===== src/logic/ucmc_consts.svh =====
`ifndef UCMC_CONSTS_SVH
`define UCMC_CONSTS_SVH

// ****************************************
// clock and timing
// ****************************************
`define UCMC_CLK_HZ         200000000
`define UCMC_CLK_PERIOD_NS  5
`define UCMC_MIN_PULSE_NS   5
// least time: round up, never below one cycle
`define UCMC_MIN_PULSE_CYC  ((`UCMC_MIN_PULSE_NS + `UCMC_CLK_PERIOD_NS - 1) / `UCMC_CLK_PERIOD_NS)
`define UCMC_SPAN_MAX_S     15000
`define UCMC_SPAN_AVG_S     1500
// longest time: round down
`define UCMC_SPAN_CYC       (64'd`UCMC_SPAN_MAX_S * 64'd`UCMC_CLK_HZ)
`define UCMC_SPAN_AVG_CYC   (64'd`UCMC_SPAN_AVG_S * 64'd`UCMC_CLK_HZ)
`define UCMC_AVG_COUNT      100

// ****************************************
// widths and limits
// ****************************************
`define UCMC_PRI_W          48
`define UCMC_SEC_W          32
`define UCMC_AVGN_W         7
`define UCMC_ACCUM_MAX      48'h00_E8D4_A50F_FF

// ****************************************
// threshold placement, percent of amplitude
// ****************************************
`define UCMC_THR_LOW_PCT    7'h0A
`define UCMC_THR_HIGH_PCT   7'h5A
`define UCMC_THR_MID_PCT    7'h32

`endif


===== src/logic/ucmc_pkg.sv =====
package ucmc_pkg;

	// ****************************************
	// measurement functions and channel pairings
	// ****************************************
	typedef enum logic [2:0] {
		FN_FREQ_QUOTIENT,
		FN_LEADING_EDGE_DURATION,
		FN_TRAILING_EDGE_DURATION,
		FN_START_STOP_INTERVAL,
		FN_EVENT_ACCUMULATE,
		FN_GATED_ACCUMULATE
	} ucmc_fn_e;

	typedef enum logic [1:0] {
		PAIR_ONE_OVER_TWO,
		PAIR_TWO_OVER_ONE,
		PAIR_THREE_OVER_ONE
	} ucmc_pair_e;

	// input conditioning of one front end
	typedef struct packed {
		logic acCouple;
		logic imp50;
		logic hystMin;
	} ucmc_cond_s;

	// measurement configuration from the control processor
	typedef struct packed {
		ucmc_fn_e    fn;
		ucmc_pair_e  pair;
		logic [31:0] apertureCycles;
		logic [2:0]  slopeNeg;
		logic        routeCommon;
		logic        autoLevel;
		logic        manualLevel;
		logic        avgOn;
		logic        delayOn;
		logic [31:0] delayCycles;
		logic        accumSrc;
		logic        extArmSel;
		logic        gateSwap;
	} ucmc_cfg_s;

	// effective front-end settings driven back to the comparators
	typedef struct packed {
		logic       routeCommon;
		logic       autoLevel;
		logic [6:0] in1ThrPct;
		logic [6:0] in2ThrPct;
		ucmc_cond_s in2Cond;
	} ucmc_front_s;

	typedef struct packed {
		logic        valid;
		logic        overflow;
		logic [47:0] primary;
		logic [31:0] secondary;
	} ucmc_result_s;

endpackage


===== src/logic/ucmc_core.sv =====
`timescale 1ns/100ps
`include "ucmc_consts.svh"

// Operation
// - quotient pairs: one/two, two/one, three/one
// - aperture counts denominator cycles for quotient
// - edge durations: input one, common, auto levels
// - common routing forced during edge durations
// - explicit levels override automatic threshold placement in edge durations
// - span limited; averaging lowers the limit
// - edge duration gate follows transition, not aperture
// - input two conditioning copied from one in edge durations
// - single or averaged interval; minimum pulse width
// - interval starts input one, stops input two
// - common routing takes both events from one
// - per-input edge polarity select
// - delay from start keeps stop disarmed
// - stops in delay dropped; first later stop ends
// - accumulator counts up to ten^12 minus one
// - running total kept across fetches
// - arm stop halts accumulate; aperture ignored
// - external arming starts and stops accumulate
// - gated accumulate counts during one other cycle
// - trigger pulse trains feed the counter registers
module ucmc_core #(
	parameter int     MIN_PULSE_CYC = `UCMC_MIN_PULSE_CYC,
	parameter longint SPAN_CYC      = `UCMC_SPAN_CYC,
	parameter longint SPAN_AVG_CYC  = `UCMC_SPAN_AVG_CYC,
	parameter int     AVG_COUNT     = `UCMC_AVG_COUNT
) (
	input  wire logic             sys_clk,
	input  wire logic             reset_n,
	input  wire logic [2:0]       trigIn,
	input  ucmc_pkg::ucmc_cfg_s   cfg,
	input  ucmc_pkg::ucmc_cond_s  in1Cond,
	input  ucmc_pkg::ucmc_cond_s  in2Cond,
	input  wire logic             initStart,
	input  wire logic             armStop,
	input  wire logic             extArmStart,
	input  wire logic             extArmStop,
	input  wire logic             fetch,
	output ucmc_pkg::ucmc_front_s front,
	output ucmc_pkg::ucmc_result_s result,
	output logic [2:0]            trigPulse,
	output logic                  busy,
	output logic                  stopArmed
);
	import ucmc_pkg::*;

	if (AVG_COUNT < 1 || AVG_COUNT > 127) begin : g_bad_avg
		$error("ucmc_core: AVG_COUNT out of range");
	end
	if (SPAN_AVG_CYC < 1 || SPAN_CYC < SPAN_AVG_CYC || SPAN_CYC >= 64'h1_0000_0000_0000) begin : g_bad_span
		$error("ucmc_core: span limits out of range");
	end

	typedef enum logic [2:0] {
		ST_IDLE,
		ST_ARM,
		ST_DELAY,
		ST_RUN
	} ucmc_state_e;

	// ****************************************
	// state
	// ****************************************
	ucmc_state_e  st_ff;
	ucmc_state_e  nxt_st;
	logic [47:0]  meas_ff;
	logic [47:0]  nxt_meas;
	logic [31:0]  aux_ff;
	logic [31:0]  nxt_aux;
	logic [47:0]  num_ff;
	logic [47:0]  nxt_num;
	logic [31:0]  den_ff;
	logic [31:0]  nxt_den;
	logic [47:0]  sum_ff;
	logic [47:0]  nxt_sum;
	logic [6:0]   avgN_ff;
	logic [6:0]   nxt_avgN;
	ucmc_result_s res_ff;
	ucmc_result_s nxt_res;
	ucmc_front_s  front_ff;
	ucmc_front_s  nxt_front;

	logic       edgeDur;
	logic       isInterval;
	logic [2:0] slopeEff;
	logic [2:0] detLevel;
	logic [2:0] evt;
	logic       numEvt;
	logic       denEvt;
	logic       accEvt;
	logic       cntEvt;
	logic       gateEvt;
	logic [47:0] spanLim;

	// ****************************************
	// edge detectors, one per input
	// ****************************************
	assign edgeDur    = (cfg.fn == FN_LEADING_EDGE_DURATION) ||
	                    (cfg.fn == FN_TRAILING_EDGE_DURATION);
	assign isInterval = edgeDur || (cfg.fn == FN_START_STOP_INTERVAL);

	// edge durations fix the polarity; otherwise each input has its own
	always_comb begin
		slopeEff = cfg.slopeNeg;
		if (edgeDur) begin
			slopeEff[1:0] = (cfg.fn == FN_TRAILING_EDGE_DURATION) ? 2'h3 : 2'h0;
		end
	end

	// under common routing outside edge durations the stop detector watches input one as well
	always_comb begin
		detLevel    = trigIn;
		if (front_ff.routeCommon && !edgeDur) begin
			detLevel[1] = trigIn[0];
		end
	end

	for (genvar i = 0; i < 3; i++) begin : g_det
		ucmc_edge_sel #(
			.MIN_WIDTH (MIN_PULSE_CYC)
		) u_det (
			.sys_clk   (sys_clk),
			.reset_n   (reset_n),
			.trigLevel (detLevel[i]),
			.slopeNeg  (slopeEff[i]),
			.evt       (evt[i])
		);
	end

	assign trigPulse = evt;

	// ****************************************
	// event routing per function
	// ****************************************
	always_comb begin
		case (cfg.pair)
			PAIR_TWO_OVER_ONE: begin
				numEvt = evt[1];
				denEvt = evt[0];
			end
			PAIR_THREE_OVER_ONE: begin
				numEvt = evt[2];
				denEvt = evt[0];
			end
			default: begin
				numEvt = evt[0];
				denEvt = evt[1];
			end
		endcase
		accEvt  = cfg.accumSrc ? evt[1] : evt[0];
		cntEvt  = cfg.gateSwap ? evt[1] : evt[0];
		gateEvt = cfg.gateSwap ? evt[0] : evt[1];
		spanLim = cfg.avgOn ? 48'(SPAN_AVG_CYC) : 48'(SPAN_CYC);
	end

	// ****************************************
	// front-end control
	// ****************************************
	// in edge durations routing is forced, not requested, so a later clear of the request is ignored
	always_comb begin
		nxt_front.routeCommon = edgeDur || cfg.routeCommon;
		nxt_front.autoLevel   = edgeDur ? !cfg.manualLevel : cfg.autoLevel;
		nxt_front.in2Cond     = edgeDur ? in1Cond : in2Cond;
		nxt_front.in1ThrPct   = `UCMC_THR_MID_PCT;
		nxt_front.in2ThrPct   = `UCMC_THR_MID_PCT;
		if (cfg.fn == FN_LEADING_EDGE_DURATION) begin
			nxt_front.in1ThrPct = `UCMC_THR_LOW_PCT;
			nxt_front.in2ThrPct = `UCMC_THR_HIGH_PCT;
		end else if (cfg.fn == FN_TRAILING_EDGE_DURATION) begin
			nxt_front.in1ThrPct = `UCMC_THR_HIGH_PCT;
			nxt_front.in2ThrPct = `UCMC_THR_LOW_PCT;
		end
	end

	// ****************************************
	// measurement sequencer
	// ****************************************
	always_comb begin
		logic [47:0] sumNow;
		sumNow   = sum_ff + meas_ff;
		nxt_st   = st_ff;
		nxt_meas = meas_ff;
		nxt_aux  = aux_ff;
		nxt_num  = num_ff;
		nxt_den  = den_ff;
		nxt_sum  = sum_ff;
		nxt_avgN = avgN_ff;
		nxt_res  = res_ff;
		// clear first so a completion in the same cycle wins
		if (fetch) begin
			nxt_res.valid = 1'b0;
		end
		case (st_ff)
			ST_IDLE: begin
				if (initStart) begin
					nxt_st   = ST_ARM;
					nxt_res  = '0;
					nxt_num  = '0;
					nxt_den  = '0;
					nxt_sum  = '0;
					nxt_avgN = '0;
					nxt_meas = '0;
				end
			end
			ST_ARM: begin
				nxt_meas = '0;
				nxt_aux  = '0;
				if (armStop) begin
					nxt_st = ST_IDLE;
				end else begin
					case (cfg.fn)
						FN_FREQ_QUOTIENT: begin
							if (denEvt) begin
								nxt_st = ST_RUN;
							end
						end
						FN_EVENT_ACCUMULATE: begin
							if (!cfg.extArmSel || extArmStart) begin
								nxt_st = ST_RUN;
							end
						end
						FN_GATED_ACCUMULATE: begin
							if (gateEvt) begin
								nxt_st = ST_RUN;
							end
						end
						default: begin
							// the start edge opens the gate, aperture unused
							if (evt[0]) begin
								nxt_meas = 48'h1;
								nxt_st   = (cfg.delayOn && !edgeDur &&
								            cfg.delayCycles > 32'h1) ? ST_DELAY : ST_RUN;
							end
						end
					endcase
				end
			end
			ST_DELAY: begin
				// stop edges in here are simply not looked at
				nxt_meas = meas_ff + 48'h1;
				nxt_aux  = aux_ff + 32'h1;
				if (armStop) begin
					nxt_st = ST_IDLE;
				end else if (aux_ff + 32'h2 >= cfg.delayCycles) begin
					nxt_st = ST_RUN;
				end
			end
			ST_RUN: begin
				case (cfg.fn)
					FN_FREQ_QUOTIENT: begin
						if (numEvt) begin
							nxt_num = num_ff + 48'h1;
						end
						if (armStop) begin
							nxt_st = ST_IDLE;
						end else if (denEvt) begin
							nxt_den = den_ff + 32'h1;
							if (den_ff + 32'h1 >= cfg.apertureCycles) begin
								nxt_st            = ST_IDLE;
								nxt_res.valid     = 1'b1;
								nxt_res.primary   = numEvt ? num_ff + 48'h1 : num_ff;
								nxt_res.secondary = den_ff + 32'h1;
							end
						end
					end
					FN_EVENT_ACCUMULATE: begin
						// live total; a fetch never clears it
						if (accEvt) begin
							if (num_ff == `UCMC_ACCUM_MAX) begin
								nxt_res.overflow = 1'b1;
							end else begin
								nxt_num         = num_ff + 48'h1;
								nxt_res.primary = num_ff + 48'h1;
							end
						end
						if (armStop || (cfg.extArmSel && extArmStop)) begin
							nxt_st        = ST_IDLE;
							nxt_res.valid = 1'b1;
						end
					end
					FN_GATED_ACCUMULATE: begin
						if (armStop) begin
							nxt_st = ST_IDLE;
						end else if (gateEvt) begin
							nxt_st          = ST_IDLE;
							nxt_res.valid   = 1'b1;
							nxt_res.primary = cntEvt ? num_ff + 48'h1 : num_ff;
						end else if (cntEvt) begin
							nxt_num = num_ff + 48'h1;
						end
					end
					default: begin
						nxt_meas = meas_ff + 48'h1;
						if (armStop) begin
							nxt_st = ST_IDLE;
						end else if (evt[1]) begin
							if (cfg.avgOn && avgN_ff < 7'(AVG_COUNT - 1)) begin
								nxt_sum  = sumNow;
								nxt_avgN = avgN_ff + 7'h1;
								nxt_st   = ST_ARM;
							end else begin
								nxt_st            = ST_IDLE;
								nxt_res.valid     = 1'b1;
								nxt_res.primary   = sumNow;
								nxt_res.secondary = 32'(avgN_ff) + 32'h1;
							end
						end else if (meas_ff >= spanLim) begin
							nxt_st            = ST_IDLE;
							nxt_res.valid     = 1'b1;
							nxt_res.overflow  = 1'b1;
							nxt_res.primary   = sumNow;
							nxt_res.secondary = 32'(avgN_ff) + 32'h1;
						end
					end
				endcase
			end
			default: begin
				nxt_st = ST_IDLE;
			end
		endcase
	end

	// ****************************************
	// registers
	// ****************************************
	always_ff @(posedge sys_clk or negedge reset_n) begin
		if (!reset_n) begin
			st_ff    <= ST_IDLE;
			meas_ff  <= '0;
			aux_ff   <= '0;
			num_ff   <= '0;
			den_ff   <= '0;
			sum_ff   <= '0;
			avgN_ff  <= '0;
			res_ff   <= '0;
			front_ff <= '0;
		end else begin
			st_ff    <= nxt_st;
			meas_ff  <= nxt_meas;
			aux_ff   <= nxt_aux;
			num_ff   <= nxt_num;
			den_ff   <= nxt_den;
			sum_ff   <= nxt_sum;
			avgN_ff  <= nxt_avgN;
			res_ff   <= nxt_res;
			front_ff <= nxt_front;
		end
	end

	// ****************************************
	// outputs
	// ****************************************
	assign front     = front_ff;
	assign result    = res_ff;
	assign busy      = (st_ff != ST_IDLE);
	// stop is only looked at here; an early stop edge is lost, not queued
	assign stopArmed = (st_ff == ST_RUN) && isInterval;

endmodule // ucmc_core


===== src/logic/ucmc_edge_sel.sv =====
`timescale 1ns/100ps
`include "ucmc_consts.svh"

module ucmc_edge_sel #(
	parameter int MIN_WIDTH = `UCMC_MIN_PULSE_CYC
) (
	input  wire logic sys_clk,
	input  wire logic reset_n,
	input  wire logic trigLevel,
	input  wire logic slopeNeg,
	output logic      evt
);
	import ucmc_pkg::*;

	if (MIN_WIDTH < 1 || MIN_WIDTH > 255) begin : g_bad_width
		$error("ucmc_edge_sel: MIN_WIDTH out of range");
	end

	logic       active;
	logic [7:0] width_ff;
	logic [7:0] nxt_width;

	// ****************************************
	// polarity select and width qualification
	// ****************************************
	// active phase of the selected edge; a pulse narrower than MIN_WIDTH never fires
	always_comb begin
		active = trigLevel ^ slopeNeg;
		if (!active) begin
			nxt_width = 8'h00;
		end else if (width_ff == 8'(MIN_WIDTH)) begin
			nxt_width = width_ff;   // saturate, one event per edge
		end else begin
			nxt_width = width_ff + 8'h01;
		end
	end

	always_ff @(posedge sys_clk or negedge reset_n) begin
		if (!reset_n) begin
			width_ff <= 8'h00;
		end else begin
			width_ff <= nxt_width;
		end
	end

	assign evt = active && (width_ff == 8'(MIN_WIDTH - 1));

endmodule // ucmc_edge_sel


===== config.mk =====
export PLATFORM = sky130hd
export DESIGN_NAME = ucmc_core
export DESIGN_NICKNAME = d
export VERILOG_FILES = /design/src/logic/ucmc_pkg.sv /design/src/logic/ucmc_core.sv /design/src/logic/ucmc_edge_sel.sv
export VERILOG_INCLUDE_DIRS = /design/src /design/src/logic
export SDC_FILE = /design/constraint.sdc
export NUM_CORES = 1
export LEC_CHECK = 0
export CORE_MARGIN = 10
export CORE_UTILIZATION = 47
export DETAILED_ROUTE_END_ITERATION = 10
export DONT_BUFFER_PORTS = 1
export SLEW_MARGIN = 20
export SYNTH_ARGS = -nofsm -noshare
export SYNTH_HDL_FRONTEND = slang
export SYNTH_SLANG_ARGS = --single-unit

===== constraint.sdc =====
create_clock -name sys_clk -period 8.22 [get_ports sys_clk]
set_input_delay 0.822 -clock sys_clk [delete_from_list [all_inputs] [get_ports sys_clk]]
set_output_delay 0.822 -clock sys_clk [all_outputs]
set_load 0.05 [all_outputs]

### After elaboration in Yosys (flattened, before gate mapping)

Index checks and enable logic that the tools add are counted.

| word-level totals | value |
|---|---|
| output and inout port bits | 106 |
| register bits | 343 |
| bits in latches | 0 |
| memories kept | 0 |
| logic and storage cells | 230 |
| bits in writable memories | 0 |
| input port bits | 96 |
| ROM bits | 0 |

| operators by class | value |
|---|---|
| bitwise operators | 3 |
| equal/unequal tests | 53 |
| div/mod/pow operators | 0 |
| multiply operators | 0 |
| mux-type cells | 99 |
| reductions and logical operators | 38 |
| add/sub/neg operators | 11 |
| order comparisons | 5 |
| shifts and indexed selects | 0 |

Operators by type and width:

| cell | number |
|---|---|
| $mux 48 | 14 |
| $mux 80 | 5 |
| $pmux 48 s3 | 2 |
| $mux 82 | 3 |
| $pmux 32 s2 | 3 |
| $pmux 48 s2 | 2 |
| $pmux 48 s4 | 1 |
| $pmux 82 s2 | 1 |
| $mux 32 | 4 |
| $add 48x1->48 const B | 2 |
| $add 32x1->32 const B | 2 |
| $ge 32x32->1 | 2 |
| $mux 3 | 18 |
| $mux 49 | 1 |
| $add 48x48->48 | 1 |
| $eq 48x40->1 const B | 1 |
| $ge 48x42->1 | 1 |
| $mux 8 | 6 |
| $mux 42 | 1 |
| $ne 3x3->1 const B | 12 |
| $mux 7 | 5 |
| $add 32x2->32 const B | 1 |
| $gt 32x1->1 const B | 1 |
| $mux 14 | 2 |
| 45 further kinds | 118 |

### Depth between registers and ports, before layout

| logic depth | value |
|---|---|
| word-level depth | 14 |
| depth in mapped cells | 23 |
| mapped depth without buffers | 19 |

### Hierarchy

Synthesis repeated with hierarchy kept, for this count alone.

| unflattened totals | value |
|---|---|
| cells, all modules | 2836 |
| area, all modules | 23422.5 um^2 |

Modules (own cells, without submodules):

| module | sequential area each (um^2) | cells each | instances | area each (um^2) |
|---|---|---|---|---|
| ucmc_core | 7782.5 | 2689 | 1 | 22018.6 |
| ucmc_edge_sel | 200.2 | 49 | 3 | 467.9 |

### Worst setup path after synthesis

OpenSTA, ideal clock, no wires.

| timing | value |
|---|---|
| path kind | reg-to-reg |
| start point | reg den_ff[3] |
| end point | reg res_ff (netlist bit result[66]) |
| period minus slack after synthesis | 4570 ps |
| buffers on the path | 3 |
| library setup time | 125 ps |
| data required time | 8095 ps |
| stages on the path, launching flop included | 22 |
| setup slack | 3650 ps |
| arrival | 4445 ps |
| cell sequence | dfrtp_1 > clkbuf_1 > and4_1 > and3_1 > nand3_1 > or2_2 > clkbuf_1 > nor2_1 > nand3_1 > or2_2 > xor2_1 > inv_1 > ha_1 > a21o_1 > a21o_1 > a221oi_1 > o211ai_1 > o2bb2ai_2 > a21oi_1 > nand2_2 > buf_6 > mux2_2 |

| on the way | value |
|---|---|
| cells in the longest elaborated chain, start to end | 4 |

Ends and longest elaborated chain:

| what | line | RTL |
|---|---|---|
| start: declaration | ucmc_core.sv:75 | `logic [31:0] den_ff;` |
| start signal: assignment | ucmc_core.sv:345 | `den_ff <= nxt_den;` |
| $add 32x1->32 | ucmc_core.sv:261 | `if (den_ff + 32'h1 >= cfg.apertureCycles) begin` |
| $ge 32x32->1 | ucmc_core.sv:261 |  |
| $ne 3x3->1 (no source line) | -- |  |
| $reduce_and 12->1 (no source line) | -- |  |
| end signal: assignment | ucmc_core.sv:348 | `res_ff <= nxt_res;` |
| end: declaration | ucmc_core.sv:81 | `ucmc_result_s res_ff;` |

No other way between the ends.
A chain may end at the register's enable or synchronous reset.

### Final worst setup path

| timing | value |
|---|---|
| start point | reg den_ff[3] |
| end point | reg res_ff (netlist bit result[64]) |

Same word-level chain as after synthesis.

==> metrics.md <==
| Metric | Value |
|---|---|
| Startpoint Class | flip-flop |
| Row cnt | 83 |
| WL/cell | between 20 and 25 µm |
| Clk Latency, worst-skew pair | 0.59 ns |
| Count of final setup violators | 0 |
| Initial antenna violation count | 1 |
| Crit-path max cell delay | 0.46 ns |
| Mapped Cells | 3,042 |
| Max Cap Violations | 0 |
| Dpl cell area | 25,000 µm² |
| Setup_tns | 0 ns |
| Post-layout instance area | 26,500 µm² |
| Final Cycle Share | 0.681 |
| Mapped cell area | 24,600 µm² |
| First-pass iteration count of the detailed router | 6 |
| Fmax | between 150 and 200 MHz |
| Die Span Y | ~250 µm |
| Most common cell after layout, fill and taps aside | nand2_1 |
| Ys Warns | 0 |
| CTS root buf | clkbuf_16 |
| GRT overflow | 0 |
| I/O pin cnt | roughly 200 |
| R2R setup slack | 2.63 ns |
| CTS Buf Count | 42 |
| Commonest non-fill, non-tap cells in the layout | 403 x nand2_1, 335 x dfrtp_1, 270 x o21ai_0 |
| Final core utilization | 0.513 |
| First-pass GRT wire length | 131 mm |
| Largest net degree at the start of global routing | approximately 340 |
| Final cell count without fillers | 3,643 |
| Reg2reg path depth | 19 |
| P&R area growth vs syn | 7.53% |
| Share of cells above drive strength 1 | 0.0580 |
| Placed Instances | about 3.6k |
| CP bufs+invs | 2 |
| Port Buf Inserts | 0 |
| PwrDens | 204 nW/µm² |
| Reg-to-reg startpoint | den_ff[3]$_DFFE_PN0P_ |
| PostCTS Resize Cnt | 0 |
| # diodes | 0 |
| Largest fanout on the critical path | 26 |
| Slowest-stage cell, CP | dfrtp_1 |
| Async set or reset register ratio after synthesis | 1.00 |
| Starting DRT DRC Count | 2,336 |
| Routability cong. | 0.934 |
| Post-route minimum period | 5.59 ns |
| Lkg Pwr | about 12 nW |
| Post-synth EDFFs | 0 |
| Post-CTS Setup Repair Bufs | 0 |
| Vias in the first global route | 21.7k |
| Worst-margin pin slew | about 1.3 ns |
| RSZ-0062 raised after global routing | false |
| Status | finished, final reports clean |
| Vias | 22.9k |
| Worst path cell trace | and4_1, and3_1, nand3_1, or2_2, nor2_1, nand3_1, or2_2, xor2_1, inv_1, ha_1, a21o_1, a21o_1, a221oi_1, o211ai_1, o2bb2ai_2, a21oi_1, nand2_2, buf_4, mux2_2 |
| Clock sinks | 335 |
| Synth unique cells | 98 |
| Crit-path leading delay family | simple AND/OR/NAND/NOR gates |
| Sequential-to-total area share from yosys stat | 0.341 |
| Die W | 249 µm |
| Core area | 51,600 µm² |
| Peak VDD IR | 0.164 mV |
| Clk slew on worst S/H paths | 0.06 ns |
| RR Endpoint | result[64]$_DFFE_PN0P_ |
| Arrival time at the worst endpoint | approximately 6.1 ns |
| Final Hold Vio Count | 0 |
| Drt total wl | 85.2 mm |
| Total Die Area | 61,900 µm² |
| Syn Area/Cell | 8.09 µm² |
| Main synth FF type | dfrtp_1 |
| CP endpoint kind | flip-flop |
| Layout Skew | 0.0313 ns |
| Critical path class | reg -> reg |
| Worst hold-check path type | in -> async |
| Total power | 5.40 mW |
| CTS tree | done |
| #FFs+latches synth | about 340 |
| Rel. slew slack | 0.136 |
| Final Max Tran Viols | 0 |
| Antenna viol nets, final | 0 |
| Nets | 3,180 |
| WP data required | 8.68 ns |
| GRT Resource Usage Total | 0.264 |
| Clk buf depth | 3 |
| Via density per instance | between 6 and 7 |
| DRC viols | 0 |
| Initial core utilization | 0.477 |
| H-Tree Level Count | 2 |
| HPWL Detailed | 62.0 mm |
-- worst max-delay path by stage --
stage	start	endpoint	cells past startpoint
finish	den_ff[3]$_DFFE_PN0P_	result[64]$_DFFE_PN0P_	19
CTS	den_ff[3]$_DFFE_PN0P_	result[64]$_DFFE_PN0P_	19
global placement	den_ff[3]$_DFFE_PN0P_	result[64]$_DFFE_PN0P_	19
global route	den_ff[3]$_DFFE_PN0P_	result[64]$_DFFE_PN0P_	19
detailed placement	den_ff[3]$_DFFE_PN0P_	result[46]$_DFFE_PN0P_	19
floorplan	den_ff[3]$_DFFE_PN0P_	result[66]$_DFFE_PN0P_	21
-- cell type report --
class	instances	area (µm²)
Clock buffer	56	1160
Multi-Input combinational cell	2382	15000
Tap cell	680	851
Clock inverter	20	235
Sequential cell	335	8380
Fill cell	4933	25200
Inverter	129	487
Timing Repair Buffer	41	348
-- power by group --
group	switching (mW)	internal [mW]	total [mW]	leakage [nW]
Sequential	0.121	1.69	1.81	4.64
Combinational	1.33	0.352	1.68	6.31
Clock	0.783	1.13	1.91	0.687
Total	2.23	3.17	5.40	11.6
-- metal layers --
| layer | GRT usage | part of all wire |
|---|---|---|
| met1 | 0.356 | 0.44 |
| met2 | 0.401 | 0.44 |
| met3 | 0.0734 | 0.092 |
| met4 | 0.0834 | 0.032 |
| met5 | 0 | 0.00020 |
-- cells in the mapped netlist (53+ instances only) --
library cell | instances | area (µm²)
nand2_1 | 403 | 1510
o31ai_1 | 56 | 420
xnor2_1 | 102 | 893
nand4_1 | 68 | 425
inv_1 | 127 | 477
nor3_1 | 78 | 390
nand3_1 | 161 | 806
xor2_1 | 84 | 736
dfrtp_1 | 335 | 8380
a22o_1 | 53 | 464
a21oi_1 | 167 | 836
clkbuf_1 | 166 | 623
o21ai_0 | 270 | 1350
nor2_1 | 231 | 867
ha_1 | 152 | 1900
-- flip-flops by register name, summed over array words and instances (netlist names) --
| name | count |
|---|---|
| meas_ff | 48 |
| aux_ff | 32 |
| num_ff | 48 |
| st_ff | 2 |
| sum_ff | 48 |
| den_ff | 32 |
| avgN_ff | 7 |
| g_det.u_det.width_ff | 24 |
| result | 82 |
| front | 12 |
-- through the flow --
stage	hold slack (ns)	worst slack, ns
final	0.190	2.63
after CTS	-0.0802	2.65
after floorplan	0.443	3.65
after global routing	0.241	2.25
after global placement	0.458	2.78
after detailed placement	0.461	2.68
-- cell families after synthesis --
group,Yosys count,synth area share
muxes,25,0.0110
AOI/OAI and AO/OA,858,0.228
and+or+nand+nor,1154,0.221
other,2,0.000305
xor gates and xnor gates,187,0.0671
DFF,335,0.341
adders and majority gates,153,0.0781
buffers and inverters,328,0.0530
(Power assumes the default switching activity.)
